### src/hdl/dfsi_pkg.sv
// Package of constants and types for the drive fault status indicator
package dfsi_pkg;
    localparam int          NUM_AXES     = 3;
    localparam int          FLT_STOP     = 0;
    localparam int          FLT_UNDERV   = 1;
    localparam int          FLT_OVERV    = 2;
    localparam int          FLT_I2T      = 3;
    localparam int          FLT_STAGE    = 4;
    localparam int          FLT_MOTOR    = 5;
    localparam int          FLT_SHORT    = 6;
    localparam int          FLT_ENC      = 7;
    localparam int          FLT_SPEED    = 8;
    localparam int          FLT_RELAY    = 9;
    localparam int          FLT_COMM     = 10;
    localparam int          FLT_ENDSTOP  = 11;
    localparam int          FLT_PHASE    = 12;
    localparam int          FLT_IRQ      = 13;
    localparam int          FLT_RELEASE  = 14;
    localparam int          FLT_CONFIG   = 15;
    localparam int          FLT_FIELDBUS = 16;
    localparam int          FLT_BITS     = 17;
    localparam logic [31:0] FLT_USED     = 32'h0001FFFF;
    localparam int          WRN_STAGE    = 4;
    localparam int          WRN_I2T      = 5;
    localparam int          WRN_MOTOR    = 6;
    localparam int          WRN_MOD      = 7;
    localparam logic [31:0] WRN_USED     = 32'h000000F0;
    localparam logic [7:0]  RES_Q_MIN    = 8'h28;
    localparam logic [7:0]  SC_Q_MIN     = 8'h14;
    localparam logic [7:0]  Q_MAX        = 8'h50;
    localparam logic [7:0]  ADDR_FB2     = 8'h80;
    // Register byte offsets; one block of four words per axis
    localparam logic [7:0]  REG_FAULT    = 8'h00;
    localparam logic [7:0]  REG_WARN     = 8'h04;
    localparam logic [7:0]  REG_CTRL     = 8'h08;
    localparam logic [7:0]  REG_STAT     = 8'h0C;
    localparam logic [7:0]  REG_GLOBAL   = 8'h30;
    localparam logic [7:0]  AXIS_STRIDE  = 8'h10;
    localparam int          CTRL_ACTIVE  = 0;
    localparam int          CTRL_ACK     = 1;
    localparam int          CTRL_REDUCE  = 2;
    localparam int          CTRL_AUTOCOM = 3;
    localparam int          CTRL_SINCOS  = 4;
    localparam int          SLOW_DIV     = 22;
    localparam int          FAST_DIV     = 20;
    localparam logic [15:0] REDUCED_CURRENT_LIMIT_RESET   = 16'h1000;
    typedef enum logic [1:0] {DFSI_OFF, DFSI_ON, DFSI_SLOW, DFSI_FAST} dfsi_led_t;
    typedef enum {DFSI_IDLE, DFSI_RUN, DFSI_HALT, DFSI_ACKED} dfsi_axis_t;
endpackage

### src/hdl/dfsi_axis_if.sv
// Interface between the top and one axis fault keeper
`timescale 1ns/10ps
interface dfsi_axis_if;
    logic [31:0] fault_word;
    logic [31:0] warn_word;
    logic [31:0] raw_fault;
    logic [31:0] raw_warn;
    logic        cmd_active;
    logic        ack_pulse;
    logic        release_ok;
    logic        active;
    logic        was_enc;
    modport keeper (output fault_word, warn_word, active, was_enc,
                    input raw_fault, raw_warn, cmd_active, ack_pulse, release_ok);
    modport top (input fault_word, warn_word, active, was_enc,
                 output raw_fault, raw_warn, cmd_active, ack_pulse, release_ok);
endinterface

### src/hdl/dfsi_axis.sv
// One axis: sticky fault word, warnings and active state machine
`timescale 1ns/10ps
module dfsi_axis
    import dfsi_pkg::*;
(
    // Clock and reset
    input wire logic  clock,
    input wire logic  rst_n,
    // Axis link
    dfsi_axis_if.keeper ax
);
    import dfsi_pkg::*;

    dfsi_axis_t  state;
    dfsi_axis_t  next_state;
    logic [31:0] fault_word;
    logic [31:0] next_fault_word;
    logic        was_enc;
    logic        next_was_enc;

    always_comb begin
        next_state      = state;
        next_was_enc    = was_enc;
        // Set beats clear: a fresh event in the ack cycle stays
        next_fault_word = ax.ack_pulse ? 32'h00000000 : fault_word;
        next_fault_word = (next_fault_word | ax.raw_fault) & FLT_USED;
        if (ax.raw_fault[FLT_ENC]) begin
            next_was_enc = 1'b1;
        end else if (ax.raw_fault[FLT_COMM]) begin
            // Offset failure forces recommutation, so the lost position is settled
            next_was_enc = 1'b0;
        end
        unique case (state)
            DFSI_IDLE: begin
                if (ax.cmd_active && ax.release_ok && next_fault_word == 32'h00000000) begin
                    next_state = DFSI_RUN;
                end
            end
            DFSI_RUN: begin
                if (next_fault_word != 32'h00000000 || !ax.release_ok) begin
                    next_state = DFSI_HALT;
                end else if (!ax.cmd_active) begin
                    next_state = DFSI_IDLE;
                end
            end
            DFSI_HALT: begin
                // Recovery needs inactive, then ack, then active
                if (!ax.cmd_active && ax.ack_pulse) begin
                    next_state = DFSI_ACKED;
                end
            end
            DFSI_ACKED: begin
                if (next_fault_word != 32'h00000000) begin
                    next_state = DFSI_HALT;
                end else if (ax.cmd_active) begin
                    next_state = DFSI_IDLE;
                end
            end
        endcase
    end

    always_ff @(posedge clock or negedge rst_n) begin
        if (!rst_n) begin
            state      <= DFSI_IDLE;
            fault_word <= 32'h00000000;
            was_enc    <= 1'b0;
        end else begin
            state      <= next_state;
            fault_word <= next_fault_word;
            was_enc    <= next_was_enc;
        end
    end

    assign ax.fault_word = fault_word;
    assign ax.warn_word  = ax.raw_warn & WRN_USED;
    assign ax.active     = (state == DFSI_RUN) && ax.release_ok;
    assign ax.was_enc    = was_enc;

    a_fault_drops_active: assert property (@(posedge clock) disable iff (!rst_n)
        (|ax.raw_fault) |=> !ax.active)
        else $error("axis stayed active after a fault");
    a_fault_sticky: assert property (@(posedge clock) disable iff (!rst_n)
        (ax.raw_fault[FLT_SPEED] ##1 !ax.ack_pulse) |-> fault_word[FLT_SPEED])
        else $error("fault bit lost without acknowledge");
    a_release_gates: assert property (@(posedge clock) disable iff (!rst_n)
        !ax.release_ok |-> !ax.active ##1 (state != DFSI_RUN))
        else $error("active without release");
    a_unused_zero: assert property (@(posedge clock) disable iff (!rst_n)
        (fault_word & ~FLT_USED) == 32'h00000000)
        else $error("unused fault bit set");
    // Release may drop in the next cycle, so watch the state, not the output
    a_warn_only: assert property (@(posedge clock) disable iff (!rst_n)
        (state == DFSI_RUN && ax.raw_fault == 32'h00000000 && ax.release_ok
         && ax.cmd_active && !(|fault_word)) |=> (state == DFSI_RUN))
        else $error("warning alone stopped the axis");
endmodule

### src/hdl/dfsi_top.sv
// Drive fault status indicator top with Wishbone register slave
//
// Register access over Wishbone and the address map were left to the implementer.
`timescale 1ns/10ps
module dfsi_top
    import dfsi_pkg::*;
(
    // Clock and reset
    input  wire logic                    clock,
    input  wire logic                    rst_n,
    // Wishbone slave
    input  wire logic                    wb_cyc_i,
    input  wire logic                    wb_stb_i,
    input  wire logic                    wb_we_i,
    input  wire logic [7:0]              wb_adr_i,
    input  wire logic [3:0]              wb_sel_i,
    input  wire logic [31:0]             wb_dat_i,
    output      logic [31:0]             wb_dat_o,
    output      logic                    wb_ack_o,
    // Release and switches
    input  wire logic                    release_input_zero,
    input  wire logic [3:0]              high_address_digit,
    input  wire logic [3:0]              low_address_digit,
    input  wire logic                    serial_loop_rx_tx,
    input  wire logic                    serial_loop_dsr_dtr,
    // Per axis condition inputs
    input  wire logic [NUM_AXES*17-1:0]  axis_fault_in,
    input  wire logic [NUM_AXES*4-1:0]   axis_warn_in,
    input  wire logic [NUM_AXES*8-1:0]   encoder_amplitude_quality,
    input  wire logic [NUM_AXES-1:0]     following_error_over,
    input  wire logic [NUM_AXES-1:0]     ctrl_params_bad,
    input  wire logic [NUM_AXES-1:0]     motor_params_bad,
    input  wire logic [NUM_AXES*16-1:0]  current_command,
    // Ballast monitor
    input  wire logic                    ballast_pwm,
    input  wire logic                    dc_link_falling,
    // Outputs
    output      logic [NUM_AXES-1:0]     axis_active,
    output      logic [NUM_AXES-1:0]     reduced_mode_out,
    output      logic [NUM_AXES*16-1:0]  current_limited,
    output      logic [NUM_AXES-1:0]     error_led,
    output      logic [NUM_AXES-1:0]     control_led,
    output      logic [NUM_AXES-1:0]     motor_led,
    output      logic                    ballast_led,
    output      logic                    modulation_led,
    output      logic [7:0]              node_address,
    output      logic                    second_feedback,
    output      logic                    fallback_boot
);
    import dfsi_pkg::*;

    ////////////////////////////////////////////////////////////////////////////
    function automatic logic quality_ok(input logic [7:0] q, input logic sincos);
        logic [7:0] lo;
        lo = sincos ? SC_Q_MIN : RES_Q_MIN;
        return (q >= lo) && (q <= Q_MAX);
    endfunction

    function automatic logic led_drive(input dfsi_led_t m, input logic slow, input logic fast);
        logic v;
        v = 1'b0;
        unique case (m)
            DFSI_OFF:  v = 1'b0;
            DFSI_ON:   v = 1'b1;
            DFSI_SLOW: v = slow;
            DFSI_FAST: v = fast;
        endcase
        return v;
    endfunction

    ////////////////////////////////////////////////////////////////////////////
    // Blink timebase
    logic [SLOW_DIV-1:0] blink;
    logic [SLOW_DIV-1:0] next_blink;
    logic                slow_ph;
    logic                fast_ph;

    always_comb begin
        next_blink = blink + {{(SLOW_DIV-1){1'b0}}, 1'b1};
    end

    always_ff @(posedge clock or negedge rst_n) begin
        if (!rst_n) begin
            blink <= '0;
        end else begin
            blink <= next_blink;
        end
    end

    assign slow_ph = blink[SLOW_DIV-1];
    assign fast_ph = blink[FAST_DIV-1];

    ////////////////////////////////////////////////////////////////////////////
    // Registers and bus slave
    logic [4:0]  ctrl     [NUM_AXES];
    logic [4:0]  next_ctrl[NUM_AXES];
    logic [15:0] reduced_current_limit;
    logic [15:0] next_reduced_current_limit;
    logic        ack;
    logic        next_ack;
    logic [31:0] rdata;
    logic [31:0] next_rdata;
    logic        wr_take;
    logic        ballast_err;
    logic        next_ballast_err;
    logic        boot_seen;
    logic        next_boot_seen;
    logic        boot_mode;
    logic        next_boot_mode;
    logic [NUM_AXES-1:0] ack_pulse;
    logic [NUM_AXES-1:0] offset_fail;
    logic [NUM_AXES-1:0] next_offset_fail;
    logic [NUM_AXES-1:0] prev_cmd;

    dfsi_axis_if ax_if[NUM_AXES] ();
    logic [31:0] ax_if_fault[NUM_AXES];
    logic [31:0] ax_if_warn [NUM_AXES];

    assign wr_take = wb_cyc_i && wb_stb_i && wb_we_i && !ack;

    always_comb begin
        next_ack   = wb_cyc_i && wb_stb_i && !ack;
        next_rdata = 32'h00000000;
        next_reduced_current_limit  = reduced_current_limit;
        for (int i = 0; i < NUM_AXES; i++) begin
            next_ctrl[i] = ctrl[i];
            next_ctrl[i][CTRL_ACK] = 1'b0;
        end
        if (wr_take && wb_sel_i[0]) begin
            for (int i = 0; i < NUM_AXES; i++) begin
                if (wb_adr_i == REG_CTRL + AXIS_STRIDE * 8'(i)) begin
                    next_ctrl[i] = wb_dat_i[4:0];
                end
            end
        end
        if (wr_take && wb_adr_i == REG_GLOBAL) begin
            if (wb_sel_i[0]) begin
                next_reduced_current_limit[7:0] = wb_dat_i[7:0];
            end
            if (wb_sel_i[1]) begin
                next_reduced_current_limit[15:8] = wb_dat_i[15:8];
            end
        end
        for (int i = 0; i < NUM_AXES; i++) begin
            unique case (wb_adr_i - AXIS_STRIDE * 8'(i))
                REG_FAULT: next_rdata = ax_if_fault[i];
                REG_WARN:  next_rdata = ax_if_warn[i];
                REG_CTRL:  next_rdata = {27'h0, ctrl[i]};
                REG_STAT:  next_rdata = {30'h0, offset_fail[i], axis_active[i]};
                default:   ;
            endcase
        end
        if (wb_adr_i == REG_GLOBAL) begin
            next_rdata = {6'h0, boot_mode, ballast_err, node_address, reduced_current_limit};
        end
        if (!(wb_cyc_i && wb_stb_i && !wb_we_i)) begin
            next_rdata = rdata;
        end
    end

    always_ff @(posedge clock or negedge rst_n) begin
        if (!rst_n) begin
            ack   <= 1'b0;
            rdata <= 32'h00000000;
            reduced_current_limit  <= REDUCED_CURRENT_LIMIT_RESET;
            for (int i = 0; i < NUM_AXES; i++) begin
                ctrl[i] <= 5'h00;
            end
        end else begin
            ack   <= next_ack;
            rdata <= next_rdata;
            reduced_current_limit  <= next_reduced_current_limit;
            for (int i = 0; i < NUM_AXES; i++) begin
                ctrl[i] <= next_ctrl[i];
            end
        end
    end

    assign wb_ack_o = ack;
    assign wb_dat_o = rdata;

    ////////////////////////////////////////////////////////////////////////////
    // Axis keepers

    for (genvar g = 0; g < NUM_AXES; g++) begin : g_axis
        logic [31:0] raw;
        always_comb begin
            raw = {15'h0, axis_fault_in[g*17 +: 17]};
            raw[FLT_RELEASE] = raw[FLT_RELEASE] ||
                (!release_input_zero && ctrl[g][CTRL_ACTIVE]);
            raw[FLT_ENC]  = raw[FLT_ENC] ||
                !quality_ok(encoder_amplitude_quality[g*8 +: 8], ctrl[g][CTRL_SINCOS]);
            raw[FLT_PHASE] = raw[FLT_PHASE] || ballast_err;
            raw[FLT_COMM] = raw[FLT_COMM] || next_offset_fail[g];
            raw[FLT_STOP] = raw[FLT_STOP] || following_error_over[g];
        end
        assign ax_if[g].raw_fault  = raw;
        assign ax_if[g].raw_warn   = {24'h0, axis_warn_in[g*4 +: 4], 4'h0};
        assign ax_if[g].cmd_active = ctrl[g][CTRL_ACTIVE];
        assign ax_if[g].ack_pulse  = ctrl[g][CTRL_ACK];
        assign ax_if[g].release_ok = release_input_zero;
        assign ax_if_fault[g]      = ax_if[g].fault_word;
        assign ax_if_warn[g]       = ax_if[g].warn_word;
        assign axis_active[g]      = ax_if[g].active;
        assign reduced_mode_out[g] = ctrl[g][CTRL_REDUCE];
        assign current_limited[g*16 +: 16] =
            (ctrl[g][CTRL_REDUCE] && current_command[g*16 +: 16] > reduced_current_limit) ?
            reduced_current_limit : current_command[g*16 +: 16];
        assign next_offset_fail[g] = ctrl[g][CTRL_AUTOCOM] && ax_if[g].was_enc &&
            ctrl[g][CTRL_ACTIVE] && !prev_cmd[g];
        assign error_led[g] = led_drive(
            |ax_if[g].fault_word ? DFSI_ON : (|ax_if[g].warn_word ? DFSI_SLOW :
            ((ctrl_params_bad[g] || motor_params_bad[g]) && !axis_active[g]
             ? DFSI_FAST : DFSI_OFF)), slow_ph, fast_ph);
        assign control_led[g] = ctrl_params_bad[g] && !axis_active[g];
        assign motor_led[g]   = motor_params_bad[g] && !axis_active[g];
        dfsi_axis u_axis (
            .clock (clock),
            .rst_n (rst_n),
            .ax    (ax_if[g])
        );
    end

    ////////////////////////////////////////////////////////////////////////////
    // Ballast, address and fallback boot
    logic [NUM_AXES-1:0] any_speed;
    logic [NUM_AXES-1:0] any_mod;
    for (genvar g = 0; g < NUM_AXES; g++) begin : g_mod
        assign any_speed[g] = ax_if_fault[g][FLT_SPEED] | ax_if_fault[g][FLT_SHORT];
        assign any_mod[g]   = ax_if_warn[g][WRN_MOD];
    end

    always_comb begin
        next_ballast_err = ballast_err;
        if (ballast_pwm && !dc_link_falling) begin
            next_ballast_err = 1'b1;
        end else if (|ack_pulse) begin
            next_ballast_err = 1'b0;
        end
        // Strap sampled once after reset release, not under reset
        next_boot_seen = 1'b1;
        next_boot_mode = boot_seen ? boot_mode :
            (serial_loop_rx_tx && serial_loop_dsr_dtr);
        for (int i = 0; i < NUM_AXES; i++) begin
            ack_pulse[i] = ctrl[i][CTRL_ACK];
        end
    end

    always_ff @(posedge clock or negedge rst_n) begin
        if (!rst_n) begin
            ballast_err <= 1'b0;
            boot_seen   <= 1'b0;
            boot_mode   <= 1'b0;
            offset_fail <= '0;
            prev_cmd    <= '0;
            node_address    <= 8'h00;
            second_feedback <= 1'b0;
        end else begin
            ballast_err <= next_ballast_err;
            boot_seen   <= next_boot_seen;
            boot_mode   <= next_boot_mode;
            offset_fail <= next_offset_fail;
            for (int i = 0; i < NUM_AXES; i++) begin
                prev_cmd[i] <= ctrl[i][CTRL_ACTIVE];
            end
            node_address    <= {high_address_digit, low_address_digit};
            second_feedback <= high_address_digit[3];
        end
    end

    assign ballast_led    = ballast_err ? 1'b0 : ballast_pwm;
    assign modulation_led = led_drive(|any_speed ? DFSI_ON :
        (|any_mod ? DFSI_SLOW : DFSI_OFF), slow_ph, fast_ph);
    assign fallback_boot  = boot_mode;

    a_ballast_fault: assert property (@(posedge clock) disable iff (!rst_n)
        (ballast_pwm && !dc_link_falling) |=> ballast_err)
        else $error("ballast fault not raised");
    a_clamp_current: assert property (@(posedge clock) disable iff (!rst_n)
        reduced_mode_out[NUM_AXES-1] |->
        current_limited[(NUM_AXES-1)*16 +: 16] <= reduced_current_limit)
        else $error("current not clamped");
    a_boot_holds: assert property (@(posedge clock) disable iff (!rst_n)
        boot_seen |=> $stable(boot_mode))
        else $error("boot mode changed after startup");
    // Not on the edge that leaves reset: the register is still cleared there
    a_fb2_bit: assert property (@(posedge clock) disable iff (!rst_n)
        (rst_n && high_address_digit[3]) |=> second_feedback)
        else $error("second feedback not enabled");
endmodule
### config.mk
export PLATFORM = sky130hd
export DESIGN_NAME = dfsi_top
export DESIGN_NICKNAME = d
export VERILOG_FILES = /design/src/hdl/dfsi_pkg.sv /design/src/hdl/dfsi_axis_if.sv /design/src/hdl/dfsi_axis.sv /design/src/hdl/dfsi_top.sv
export SDC_FILE = /design/constraint.sdc
export NUM_CORES = 1
export LEC_CHECK = 0
export ABC_AREA = 1
export BUFFER_PORTS_ARGS = -buffer_cell sky130_fd_sc_hd__buf_2
export CORE_ASPECT_RATIO = 0.9
export CORE_MARGIN = 2
export CORE_UTILIZATION = 30
export CTS_CLUSTER_SIZE = 10
export DETAILED_ROUTE_END_ITERATION = 8
export MAX_ROUTING_LAYER = met4
export PLACE_DENSITY_LB_ADDON = 0.15
export SLEW_MARGIN = 20
export SYNTH_ARGS = -nofsm -noshare
export SYNTH_HDL_FRONTEND = slang
export SYNTH_SLANG_ARGS = --single-unit
### constraint.sdc
create_clock -name clock -period 2 [get_ports clock]
set_input_delay 0 -clock clock [delete_from_list [all_inputs] [get_ports clock]]
set_output_delay 0 -clock clock [all_outputs]
set_load 0.1 [all_outputs]
==> impl_table.tex <==
\begin{tabular}{lr}
\hline
Metric & Value \\
\hline
\multicolumn{2}{l}{\textbf{Cells and area}} \\
Register area & 3930 um2 \\
NumNets Final & 2036 \\
Highest-count cells in the layout ignoring fill and taps & buf\_2 (237), nand2\_1 (234), inv\_1 (162) \\
Filler Cell Count & 2915 \\
Most common cell after layout, fill and taps aside & buf\_2 \\
Ratio of cells with drive above 1 in the final layout & 37.4\% \\
Footprint of the multi-input gates & 5790 um2 \\
Synth-to-layout area growth & 69.2\% \\
Count of antenna diodes in the layout & 0 \\
Final core utilization & 51.8\% \\
\multicolumn{2}{l}{\textbf{Yosys}} \\
Portion of the post-synthesis area used by sequential elements & 41.4\% \\
Flops \& latches, synth & 157 \\
Async S/R FF share, synth & 100\% \\
Most used DFF post-synth & dfrtp\_1 \\
Largest family of logic cells by synthesized area & simple AND/OR/NAND/NOR gates \\
Proportion of synthesized area in mux cells & 0\% \\
Number of enable flip-flop cells after synthesis & 0 \\
Fraction of the mapped netlist area in simple logic gates & 24.2\% \\
Total of warnings raised by yosys & 0 \\
Synth Cell Area & 9500 um2 \\
Area fraction of the dominant cell type after synthesis & 41.1\% \\
Fraction of the mapped netlist area in compound gates & 14.4\% \\
Top area cells in the synthesized netlist & dfrtp\_1 (41\%), nand2\_1 (11\%), ha\_1 (8.3\%) \\
Leading area contributor after synthesis & dfrtp\_1 \\
Synthesized-area fraction occupied by adder cells & 8.29\% \\
XOR/XNOR share of the synthesized area & 1.84\% \\
Yosys cell types & 44 \\
Synthesized netlist cell count & 1246 \\
Synthesized area per cell & 7.63 um2 \\
\multicolumn{2}{l}{\textbf{GRT}} \\
Number of global-route vias before repair & 10513 \\
GRT Resource Usage Total & 24.2\% \\
Pin count of the biggest net entering global routing & 64 \\
Antenna violations before repair & 0 \\
First-pass GRT wire length & 59.8 mm \\
Total gr overflow & 0 \\
\multicolumn{2}{l}{\textbf{Clocking}} \\
Worst-skew pair later-pin latency & 440 ps \\
Clock net sink count & 157 \\
CTS H-tree depth & 4 \\
CTS tree & yes \\
TritonCTS buffer count & 17 \\
Longest Clk Path Bufs & 2 \\
Buffer cell driving the clock tree root & clkbuf\_16 \\
Clock transition at the register clock pins on the worst setup and hold paths after CTS & 70 ps \\
\multicolumn{2}{l}{\textbf{Setup path}} \\
Critical path required time & 2000 ps \\
Endpoint kind of the worst setup timing path & primary output \\
Worst setup path category & reg -> out \\
Sort of element at the start of the critical path & flip-flop \\
Cells traversed along the worst timing path & inv\_6 -> ha\_4 -> nand2\_2 -> nor2\_4 -> nand4\_1 -> a31oi\_2 -> o21ai\_4 -> clkbuf\_16 -> buf\_4 -> o21ai\_4 -> buf\_12 \\
Maximum fanout count along the critical path & 8 \\
Peak per-stage delay on the critical path & 560 ps \\
Worst-path cell with the longest stage delay & dfstp\_2 \\
Worst path most repeated cell & o21ai\_4 \\
Worst endpoint data arrival time & 2700 ps \\
\multicolumn{2}{l}{\textbf{Placement}} \\
Input/output buffers & 289 \\
DP HPWL & 30.6 mm \\
Global placer's final weighted congestion & 0.959 \\
\multicolumn{2}{l}{\textbf{STA}} \\
Skew final & 7.71 ps \\
Transition time of the tightest slew-check pin & 661 ps \\
Max\_slew headroom & 55.9\% \\
Setup repair after global routing missed its margin & true \\
\# setup viols final & 48 \\
Endpoints failing hold & 0 \\
Final Cycle Share & 135\% \\
Post-route setup TNS & -28950 ps \\
Final max-slew violation count & 0 \\
Worst-case hold slack & 6.97 ps \\
Final critical-path setup slack & -700 ps \\
Minimum clock period & 2700 ps \\
F\_max & 370 MHz \\
\multicolumn{2}{l}{\textbf{Power}} \\
Power after layout & 8.49 mW \\
Leak & 7.92 nW \\
Clock network fraction of total power & 36.9\% \\
Power per cell area & 528 nW/um2 \\
Internal & 5.59 mW \\
Combinational share of power & 24.7\% \\
Largest voltage drop on the vdd net & 539 uV \\
Power share of the sequential group & 38.5\% \\
Fraction of power spent switching nets & 34.2\% \\
Net Sw Power & 2.90 mW \\
\multicolumn{2}{l}{\textbf{Status}} \\
Violations in the final reports & negative setup slack \\
Status & complete, but fails checks \\
\multicolumn{2}{l}{\textbf{Detailed routing}} \\
Detailed-router iteration count before antenna repair & 5 \\
Number of DRC violations after detailed routing & 0 \\
Average wire per cell in the routed design & 17.7 um \\
Total wire length & 38.8 mm \\
Starting DRC count in detailed routing & 519 \\
Detailed-route via count & 10501 \\
Via density per instance & 4.80 \\
Antenna viol nets, final & 0 \\
\multicolumn{2}{l}{\textbf{Floorplanning}} \\
Count of boundary I/O pins & 314 \\
Placeable core region & 31100 um2 \\
Site Rows & 61 \\
Die Y-Extent & 173 um \\
Die width & 192 um \\
Initial Util & 30.6\% \\
Die Footprint & 33100 um2 \\
\multicolumn{2}{l}{\textbf{Flow run}} \\
Max-capacitance violation count & 0 \\
\multicolumn{2}{l}{\textbf{Min path}} \\
Classification of the worst-slack hold path & in -> reg \\
\hline
\end{tabular}
[synthesized netlist by cell type (all sizes together), types with 10 or more instances]
master,count
xor2,11
nand3,60
nor3,26
o21ai,126
nand2,286
clkbuf,12
a21oi,74
dfrtp,156
inv,182
ha,63
nor4,10
nand4,22
nor2,123
buf,26
o21bai,12
[metrics by stage]
step / area [um2] / setup WS [ps] / std cells
after floorplan: 10300 / -184 / 1251
after global placement: 13600 / -211 / 2024
after detailed placement: 13600 / -224 / 2024
after CTS: 15600 / -659 / 2175
after global routing: 16100 / -866 / 2189
final: 16100 / -700 / 2189
[registers in the layout (all words and copies together), names as in the netlist, 6 cells and up]
name and cells:
g_axis.u_axis.ax.fault_word 51, ctrl 6, wb_dat_o 26, reduced_current_limit 16
blink 22, g_axis.u_axis.state 6, node_address 8
[routing by layer]
metal	track usage [%]	share of wire, %
met5	-	0
met4	5.74	2.0
met3	3.88	5.6
met2	38.3	47
met1	32.4	45
[worst max-delay path, delay by kind of cell (launching register included)]
kind	cells	cell delay, ps
AND/OR/NAND/NOR	3	300
AO/OA/AOI/OAI	3	530
flip-flops	1	560
adder cells (fa/ha/maj)	1	260
buffers and inverters	4	600
[final cells by class]
| cell class | count | area share (%) |
|---|---|---|
| well taps | 409 | 3.18 |
| clock buffers | 17 | 2.65 |
| repair buffers | 535 | 28.5 |
| inverters | 184 | 4.46 |
| clock inverters | 15 | 0.801 |
| multi-input cells | 872 | 36.0 |
| flip-flops and latches | 157 | 24.5 |
[final timing paths]
kind	startpoint	to	slack (ps)	depth (start not counted)
max	reduced_current_limit[12]	current_limited[34]	-700	11
min	encoder_amplitude_quality[9]	g_axis[1].u_axis.ax.was_enc	7	5
max reg2reg	ctrl[14]	g_axis[0].u_axis.state[0]	50	12
min reg2reg	prev_cmd[0]	offset_fail[0]	420	1
max in group asynchronous	rst_n	g_axis[0].u_axis.ax.fault_word[0]	1120	3
min in group asynchronous	rst_n	blink[6]	130	2
[cells by family (layout without fill, tap and decap cells)]
family                   Yosys count  count (layout)
AND/OR/NAND/NOR                  533             533
XOR/XNOR                          20              20
adder cells (fa/ha/maj)           63              63
other                              2               7
flip-flops                       157             157
buffers and inverters            222             751
AO/OA/AOI/OAI                    249             249
[power groups by stage]
stage	Sequential (mW)	Combinational [mW]	Clock, mW
2_1_floorplan	3.46	1.02	0
3_3_place_gp	3.32	1.90	0
3_5_place_dp	3.32	1.91	0
4_1_cts	3.26	2.07	3.19
5_1_grt	3.27	2.23	3.32
6_report	3.26	2.10	3.13
[repair_timing]
item,CTS,global route
endpoints found under the setup margin,53,67
buffers inserted,20,15
hold buffers,94,1
resized for setup,63,94
gates cloned,5,3
hold endpoints to repair,154,1
pin swaps,10,33
(Power assumes the default switching activity.)
